[src/wake_filter_pkg.sv]
// Package with register map, field layout and types of the receive wake filter.
package wake_filter_pkg;

    // Printed offsets are not all multiples of four, so they are word indices.
    localparam logic [11:0] CFG_INDEX    = 12'h134;
    localparam logic [11:0] STATUS_INDEX = 12'h135;
    localparam logic [11:0] MASK_INDEX   = 12'h136;
    localparam logic [13:0] CFG_ADDR     = {CFG_INDEX, 2'b00};
    localparam logic [13:0] STATUS_ADDR  = {STATUS_INDEX, 2'b00};
    localparam logic [13:0] MASK_ADDR    = {MASK_INDEX, 2'b00};

    localparam int CLEAR_BIT   = 11;
    localparam int WIDTH_LSB   = 9;
    localparam int STYLE_BIT   = 8;
    localparam int FEATURE_BIT = 7;
    localparam int UCAST_BIT   = 4;
    localparam int BCAST_BIT   = 2;
    localparam int MATCH_BIT   = 1;
    localparam int MAGIC_BIT   = 0;
    localparam int SFD_BIT     = 7;
    localparam int CRC_BIT     = 6;

    localparam logic [15:0] CFG_RESET      = 16'h0000;
    localparam logic [15:0] CFG_WRITE_MASK = 16'h0797;
    localparam logic [7:0]  STATUS_RESET   = 8'h00;
    localparam logic [7:0]  STATUS_USED    = 8'hd7;
    localparam logic [7:0]  WAKE_SOURCES   = 8'h17;
    localparam logic [6:0]  PULSE_BASE     = 7'h08;

    localparam logic [1:0] RESP_OKAY   = 2'b00;
    localparam logic [1:0] RESP_SLVERR = 2'b10;

    typedef enum logic {STYLE_PULSE, STYLE_LEVEL} wake_style_t;

    // One cycle frame events from the receive path.
    typedef struct packed {
        logic frame_start_error;
        logic bad_check;
        logic unicast;
        logic broadcast;
        logic match;
        logic magic;
    } rx_events_t;

    function automatic logic [6:0] pulse_cycles(input logic [1:0] code);
        pulse_cycles = PULSE_BASE << code;
    endfunction

endpackage

[src/receive_wake_filter.sv]
// Receive wake filter top: AXI4-Lite registers, event flags and wake output.
//
// Added by the designer: the AXI4-Lite register port.
`timescale 1ns/1ps
module receive_wake_filter
    import wake_filter_pkg::*;
#(
    parameter int ADDR_W = 14
)(
    input  wire logic              MCLK,          // 10 MHz clock.
    input  wire logic              RESET,         // Asynchronous reset, active high.
    input  wire logic              RX_SFD_ERROR,  // Frame start error pulse.
    input  wire logic              RX_BAD_CHECK,  // Bad frame check pulse.
    input  wire logic              RX_UNICAST,    // Unicast frame pulse.
    input  wire logic              RX_BROADCAST,  // Broadcast frame pulse.
    input  wire logic              RX_MATCH,      // Pattern match frame pulse.
    input  wire logic              RX_MAGIC,      // Magic frame pulse.
    output logic                   RX_FEATURE_EN, // Enhanced receive features on.
    output logic                   WAKE_OUT,      // Wake output to the GPIO pin.
    output logic                   IRQ,           // Interrupt, level.
    input  wire logic [ADDR_W-1:0] AWADDR,        // Write address.
    input  wire logic              AWVALID,       // Write address valid.
    output logic                   AWREADY,       // Write address ready.
    input  wire logic [31:0]       WDATA,         // Write data.
    input  wire logic [3:0]        WSTRB,         // Write strobes.
    input  wire logic              WVALID,        // Write data valid.
    output logic                   WREADY,        // Write data ready.
    output logic [1:0]             BRESP,         // Write response.
    output logic                   BVALID,        // Write response valid.
    input  wire logic              BREADY,        // Write response ready.
    input  wire logic [ADDR_W-1:0] ARADDR,        // Read address.
    input  wire logic              ARVALID,       // Read address valid.
    output logic                   ARREADY,       // Read address ready.
    output logic [31:0]            RDATA,         // Read data.
    output logic [1:0]             RRESP,         // Read response.
    output logic                   RVALID,        // Read data valid.
    input  wire logic              RREADY         // Read data ready.
);
    rx_events_t ev;
    logic [7:0] ev_bits;

    // Bus state.
    logic              aw_have_ff, nxt_aw_have;
    logic              w_have_ff, nxt_w_have;
    logic [ADDR_W-1:0] aw_addr_ff, nxt_aw_addr;
    logic [31:0]       w_data_ff, nxt_w_data;
    logic [3:0]        w_strb_ff, nxt_w_strb;
    logic              bvalid_ff, nxt_bvalid;
    logic [1:0]        bresp_ff, nxt_bresp;
    logic              rvalid_ff, nxt_rvalid;
    logic [31:0]       rdata_ff, nxt_rdata;
    logic [1:0]        rresp_ff, nxt_rresp;

    // Register state.
    logic [15:0] cfg_ff, nxt_cfg;
    logic [7:0]  status_ff, nxt_status;
    logic [7:0]  mask_ff, nxt_mask;
    logic        irq_ff, nxt_irq;

    logic        do_write;
    logic        do_read;
    logic        status_read;
    logic        clear_pulse;
    logic        wake_trigger;
    logic [31:0] wr_merged;
    logic [31:0] mask_merged;

    assign ev = '{frame_start_error: RX_SFD_ERROR, bad_check: RX_BAD_CHECK,
                  unicast: RX_UNICAST, broadcast: RX_BROADCAST,
                  match: RX_MATCH, magic: RX_MAGIC};

    // Map events onto the status bit layout.
    always_comb begin
        ev_bits            = 8'h00;
        ev_bits[SFD_BIT]   = ev.frame_start_error;
        ev_bits[CRC_BIT]   = ev.bad_check;
        ev_bits[UCAST_BIT] = ev.unicast;
        ev_bits[BCAST_BIT] = ev.broadcast;
        ev_bits[MATCH_BIT] = ev.match;
        ev_bits[MAGIC_BIT] = ev.magic;
    end

    function automatic logic [31:0] merge(input logic [31:0] old_v,
                                          input logic [31:0] new_v,
                                          input logic [3:0]  strb);
        logic [31:0] r;
        r = old_v;
        for (int i = 0; i < 4; i++) begin
            if (strb[i]) begin
                r[8*i +: 8] = new_v[8*i +: 8];
            end
        end
        return r;
    endfunction

    assign AWREADY  = !aw_have_ff && !bvalid_ff;
    assign WREADY   = !w_have_ff && !bvalid_ff;
    assign ARREADY  = !rvalid_ff;
    assign do_write = aw_have_ff && w_have_ff && !bvalid_ff;
    assign do_read  = ARVALID && ARREADY;
    assign status_read = do_read && (ARADDR[13:0] == STATUS_ADDR);
    assign wr_merged   = merge({16'h0000, cfg_ff}, w_data_ff, w_strb_ff);
    assign mask_merged = merge({24'h0, mask_ff}, w_data_ff, w_strb_ff);
    // The clear bit acts when its byte is written with a one.
    assign clear_pulse = do_write && (aw_addr_ff[13:0] == CFG_ADDR) && w_strb_ff[1]
                         && w_data_ff[CLEAR_BIT];

    // Only sources whose enable bit is set may wake.
    assign wake_trigger = |(ev_bits & cfg_ff[7:0] & WAKE_SOURCES);

    always_comb begin
        nxt_aw_have = aw_have_ff;
        nxt_aw_addr = aw_addr_ff;
        nxt_w_have  = w_have_ff;
        nxt_w_data  = w_data_ff;
        nxt_w_strb  = w_strb_ff;
        nxt_bvalid  = bvalid_ff;
        nxt_bresp   = bresp_ff;
        nxt_rvalid  = rvalid_ff;
        nxt_rdata   = rdata_ff;
        nxt_rresp   = rresp_ff;
        nxt_cfg     = cfg_ff;
        nxt_mask    = mask_ff;
        // Events set flags regardless of enables; a set beats a read clear.
        nxt_status  = status_ff & ~(status_read ? STATUS_USED : 8'h00);
        nxt_status  = nxt_status | ev_bits;
        if (AWVALID && AWREADY) begin
            nxt_aw_have = 1'b1;
            nxt_aw_addr = AWADDR;
        end
        if (WVALID && WREADY) begin
            nxt_w_have = 1'b1;
            nxt_w_data = WDATA;
            nxt_w_strb = WSTRB;
        end
        if (do_write) begin
            nxt_aw_have = 1'b0;
            nxt_w_have  = 1'b0;
            nxt_bvalid  = 1'b1;
            nxt_bresp   = RESP_OKAY;
            unique case (aw_addr_ff[13:0])
                CFG_ADDR: nxt_cfg = wr_merged[15:0] & CFG_WRITE_MASK;
                MASK_ADDR: nxt_mask = mask_merged[7:0] & STATUS_USED;
                STATUS_ADDR: nxt_bresp = RESP_OKAY;
                default: nxt_bresp = RESP_SLVERR;
            endcase
        end
        if (bvalid_ff && BREADY) begin
            nxt_bvalid = 1'b0;
        end
        if (do_read) begin
            nxt_rvalid = 1'b1;
            nxt_rresp  = RESP_OKAY;
            unique case (ARADDR[13:0])
                // The clear bit reads back the held level output.
                CFG_ADDR: nxt_rdata = {16'h0000, 4'h0, WAKE_OUT & cfg_ff[STYLE_BIT],
                                       cfg_ff[10:0]};
                STATUS_ADDR: nxt_rdata = {24'h0, status_ff};
                MASK_ADDR: nxt_rdata = {24'h0, mask_ff};
                default: begin
                    nxt_rdata = 32'h0;
                    nxt_rresp = RESP_SLVERR;
                end
            endcase
        end else if (rvalid_ff && RREADY) begin
            nxt_rvalid = 1'b0;
        end
        nxt_irq = |(nxt_status & mask_ff);
    end

    always_ff @(posedge MCLK or posedge RESET) begin
        if (RESET) begin
            aw_have_ff <= 1'b0;
            aw_addr_ff <= '0;
            w_have_ff  <= 1'b0;
            w_data_ff  <= 32'h0;
            w_strb_ff  <= 4'h0;
            bvalid_ff  <= 1'b0;
            bresp_ff   <= RESP_OKAY;
            rvalid_ff  <= 1'b0;
            rdata_ff   <= 32'h0;
            rresp_ff   <= RESP_OKAY;
            cfg_ff     <= CFG_RESET;
            status_ff  <= STATUS_RESET;
            mask_ff    <= 8'h00;
            irq_ff     <= 1'b0;
        end else begin
            aw_have_ff <= nxt_aw_have;
            aw_addr_ff <= nxt_aw_addr;
            w_have_ff  <= nxt_w_have;
            w_data_ff  <= nxt_w_data;
            w_strb_ff  <= nxt_w_strb;
            bvalid_ff  <= nxt_bvalid;
            bresp_ff   <= nxt_bresp;
            rvalid_ff  <= nxt_rvalid;
            rdata_ff   <= nxt_rdata;
            rresp_ff   <= nxt_rresp;
            cfg_ff     <= nxt_cfg;
            status_ff  <= nxt_status;
            mask_ff    <= nxt_mask;
            irq_ff     <= nxt_irq;
        end
    end

    wake_pulse_gen u_wake (
        .clk        (MCLK),
        .rst        (RESET),
        .trigger    (wake_trigger),
        .level_mode (cfg_ff[STYLE_BIT] == STYLE_LEVEL),
        .width_code (cfg_ff[WIDTH_LSB +: 2]),
        .clear      (clear_pulse),
        .wake       (WAKE_OUT)
    );

    assign RX_FEATURE_EN = cfg_ff[FEATURE_BIT];
    assign IRQ    = irq_ff;
    assign BVALID = bvalid_ff;
    assign BRESP  = bresp_ff;
    assign RVALID = rvalid_ff;
    assign RDATA  = rdata_ff;
    assign RRESP  = rresp_ff;
endmodule

[src/wake_pulse_gen.sv]
// Wake output generator: stretched pulse or held level.
`timescale 1ns/1ps
module wake_pulse_gen
    import wake_filter_pkg::*;
(
    input  wire logic       clk,        // System clock.
    input  wire logic       rst,        // Asynchronous reset, active high.
    input  wire logic       trigger,    // Enabled wake match, one cycle.
    input  wire logic       level_mode, // High selects held level.
    input  wire logic [1:0] width_code, // Pulse width code.
    input  wire logic       clear,      // Software clear of held level.
    output logic            wake        // Wake output, registered.
);
    logic [6:0] count_ff;
    logic [6:0] nxt_count;
    logic       wake_ff;
    logic       nxt_wake;

    always_comb begin
        nxt_count = count_ff;
        nxt_wake  = wake_ff;
        if (level_mode) begin
            nxt_count = 7'h00;
            // A new match in the clear cycle keeps the output up.
            if (trigger) begin
                nxt_wake = 1'b1;
            end else if (clear) begin
                nxt_wake = 1'b0;
            end
        end else if (trigger) begin
            // Retriggering restarts the full width.
            nxt_wake  = 1'b1;
            nxt_count = pulse_cycles(width_code) - 7'h01;
        end else if (count_ff != 7'h00) begin
            nxt_count = count_ff - 7'h01;
        end else begin
            nxt_wake = 1'b0;
        end
    end

    always_ff @(posedge clk or posedge rst) begin
        if (rst) begin
            count_ff <= 7'h00;
            wake_ff  <= 1'b0;
        end else begin
            count_ff <= nxt_count;
            wake_ff  <= nxt_wake;
        end
    end

    assign wake = wake_ff;
endmodule
[config.mk]
export PLATFORM = sky130hd
export DESIGN_NAME = receive_wake_filter
export DESIGN_NICKNAME = d
export VERILOG_FILES = /design/src/wake_filter_pkg.sv /design/src/receive_wake_filter.sv /design/src/wake_pulse_gen.sv
export SDC_FILE = /design/constraint.sdc
export NUM_CORES = 1
export LEC_CHECK = 0
export CAP_MARGIN = 5
export CORE_ASPECT_RATIO = 1.1
export CORE_MARGIN = 3
export CORE_UTILIZATION = 55
export CTS_BUF_LIST = sky130_fd_sc_hd__clkbuf_16
export CTS_CLUSTER_DIAMETER = 60
export CTS_CLUSTER_SIZE = 16
export DETAILED_ROUTE_END_ITERATION = 7
export DONT_BUFFER_PORTS = 1
export PLACE_DENSITY = 0.7
export SETUP_SLACK_MARGIN = 0.1
export SLEW_MARGIN = 20
export SYNTH_ARGS = -nofsm -noshare
export SYNTH_HDL_FRONTEND = slang
export SYNTH_SLANG_ARGS = --single-unit
[constraint.sdc]
create_clock -name MCLK -period 6.4 [get_ports MCLK]
set_input_delay 0.64 -clock MCLK [delete_from_list [all_inputs] [get_ports MCLK]]
set_output_delay 0.64 -clock MCLK [all_outputs]
set_load 0.05 [all_outputs]
==> out/metrics.yaml <==
dp_slack_ps: 3831
finalCriticalPeriod_ps: 2552
worstHoldStart: "RX_SFD_ERROR"
htreeDepth: 3
drcViolationCount: 0
final_max_slew_viol_count: 0
worst_slack_ps: 3848
peakVddDrop_v: 0.0002740
drt-initial-drc-count: 60
power_per_cell_area_mw_per_mm2: 421.2
ys_types: 45
die_w_um: 80.07
cts_resized: 0
synth-seq-cells: 71
fp.dieH_um: 87.48
rr_worst_depth: 3
synth-edff-count: 0
drt_pass1_iterations: 3
detail-route-antenna-nets: 0
clk_latency_ps: 330
tritoncts: "done"
dpl.hpwl_um: 4244
cts_sinks: 71
rsz0062_at_grt: "false"
synthFlopType: "dfrtp_1"
arrival_ps: 2760
min_path_type: "primary input to flip-flop"
start_util_pct: 57.18
r2r_start: "BVALID"
avgViaCountPerCell: 5.545
finalNetCount: 343
crit_fanout: 15
wl_per_cell_um: 16.94
path_class: "flip-flop to flip-flop"
ctsHoldBuffers: 0
syn_inst: 261
grt_pass1_wl_um: 9639
portBuffers: 0
crit_path_end_kind: "flip-flop"
finalPower_w: 0.001512
synth_top_area_cell: "dfrtp_1"
min_path_cells: 1
yosys_warnings: 0
root_buffer: "clkbuf_16"
wl_um: 5879
synth_area_mm2: 0.003319
fp-row-count: 29
synth_top_area_share_pct: 53.52
clock_path_buffers: 2
grt_overflow: 0
slowest_stage: "nor2_1"
start_kind: "flip-flop"
crit_chain: "nor2_1 -> and2_1 -> mux2_2"
critPathMaxStageDelay_ps: 810
drive_gt1_share_pct: 27.04
pin_count: 121
clkTransAtPathRegs_ps: 60
fmaxAchievable_ghz: 0.3919
clock_skew_ps: 5.669
async_flop_share_pct: 100.0
power.leakage_nw: 1.613
vias: 1924
synth-seq-area-share_pct: 53.52
status: "finished, final reports clean"
antenna_cells: 0
coreArea_mm2: 0.005806
grt_use_total_pct: 18.38
cp-startpoint: "BVALID"
cp.required_ps: 6610
finalHoldViolations: 0
relSlewSlack_pct: 32.78
syn_to_final_growth_pct: 8.104
cap_violations: 0
antenna_found_initial: 0
grt_start_max_net_pins: 72
fin_tns_setup_ps: 0
cts_setup_buffers: 0
grt_pass1_vias: 2019
cts-buffers-inserted: 9
gp_congestion: 0.7600
die_area_mm2: 0.007005
finalCritPeriodShare_pct: 39.87
setup_viol: 0
yosys-top-cells-area: "dfrtp_1, mux2_2, buf_4"
avgSynthCellArea_um2: 12.72
worstMarginPinSlew_ps: 1006
[final cells by class]
type	instances	area, um2
clock inverters	7	63.81
fillers	454	2217
inverters	4	15.01
clock buffers	9	225.2
multi-input cells	178	1404
repair buffers	1	7.507
well taps	77	96.34
flip-flops and latches	71	1777
[registers in the layout, indices dropped and copies added, names as in the netlist]
register / count
BRESP: 1
BVALID: 1
IRQ: 1
RDATA: 10
RRESP: 1
RVALID: 1
aw_addr_ff: 14
aw_have_ff: 1
cfg_ff: 8
mask_ff: 6
status_ff: 6
u_wake.count_ff: 7
u_wake.wake: 1
w_data_ff: 10
w_have_ff: 1
w_strb_ff: 2
[report_power, final]
| part | internal (W) | switching (W) |
|---|---|---|
| logic | 0.000161 | 0.000174 |
| registers | 0.000574 | 0.000124 |
| clock network | 0.000298 | 0.000181 |
[final timing paths]
kind / endpoint / slack, ps
setup reg to reg: aw_addr_ff[3] / 3850
max in group asynchronous: aw_addr_ff[11] / 5370
min in group asynchronous: aw_have_ff / 450
hold reg to reg: aw_addr_ff[4] / 500
setup / recovery: aw_addr_ff[3] / 3850
hold / removal: status_ff[7] / 400
[placed cells by master (no fill, tap or decap), drive strengths merged, types with 2 or more instances in the layout]
master,netlist,routed
nor2b,3,3
a22oi,6,6
conb,1,24
nor3,4,4
nand2b,2,2
and4bb,2,2
nor4b,3,3
a221oi,2,2
o21ai,5,5
nand2,13,13
nand4,3,3
a22o,3,3
mux2,45,45
clkinv,0,5
nor2,8,8
and2,7,7
inv,4,4
nor4,3,3
dfrtp,71,71
clkbuf,4,9
xnor2,3,3
a21o,9,9
nand3b,2,2
nand3,2,2
a211oi,5,5
a221o,5,5
nor3b,4,4
a21oi,3,3
o21a,2,2
[worst max-delay path, delay by kind of cell, from the launching register on]
kind	cells	cell delay, ps
mux	1	410
flops	1	600
simple gates	2	1440
[cells by family after synthesis]
kind of cell | count (synthesis) | synth area share (%)
xor gates and xnor gates | 4 | 1.056
DFF | 71 | 53.52
adders and majority gates | 1 | 0.3769
other | 1 | 0.1130
AOI/OAI and AO/OA | 44 | 10.03
and+or+nand+nor | 60 | 12.85
muxes | 45 | 15.27
buffers and inverters | 35 | 6.784
[per-stage QoR]
step / cells / hold slack, ps / util [%] / cell area [um2]
after floorplan: 284 / 466.0 / - / 3406
after global placement: 331 / 481.7 / 56.83 / 3299
after detailed placement: 331 / 490.0 / 56.83 / 3299
after CTS: 347 / 389.9 / 61.81 / 3588
after global routing: 347 / 385.1 / 61.81 / 3588
final: 347 / 401.5 / 61.81 / 3588
[Yosys cell counts (2+ instances only)]
master    number
a211oi_1       5
a21o_1         9
a21oi_1        3
a221o_1        5
a221oi_1       2
a22o_1         3
a22oi_1        6
and2_0         3
and2_1         4
and4bb_2       2
buf_2          3
buf_4         24
clkbuf_1       4
dfrtp_1       71
inv_1          4
mux2_2        45
nand2_1       13
nand2b_1       2
nand3_1        2
nand3b_1       2
nand4_2        3
nor2_1         8
nor2b_1        3
nor3_1         4
nor3b_1        2
nor4_1         2
nor4b_2        2
o21a_1         2
o21ai_0        5
xnor2_1        3
[metal layers]
metal	up-vias	global-route usage (%)	part of all wire (%)
met5	-	0	0
met2	76	27.56	46
met1	933	22.96	43
met4	0	7.373	1.3
li1	909	-	-
met3	6	8.696	10
Note: power is estimated with default switching activity, not from simulation.
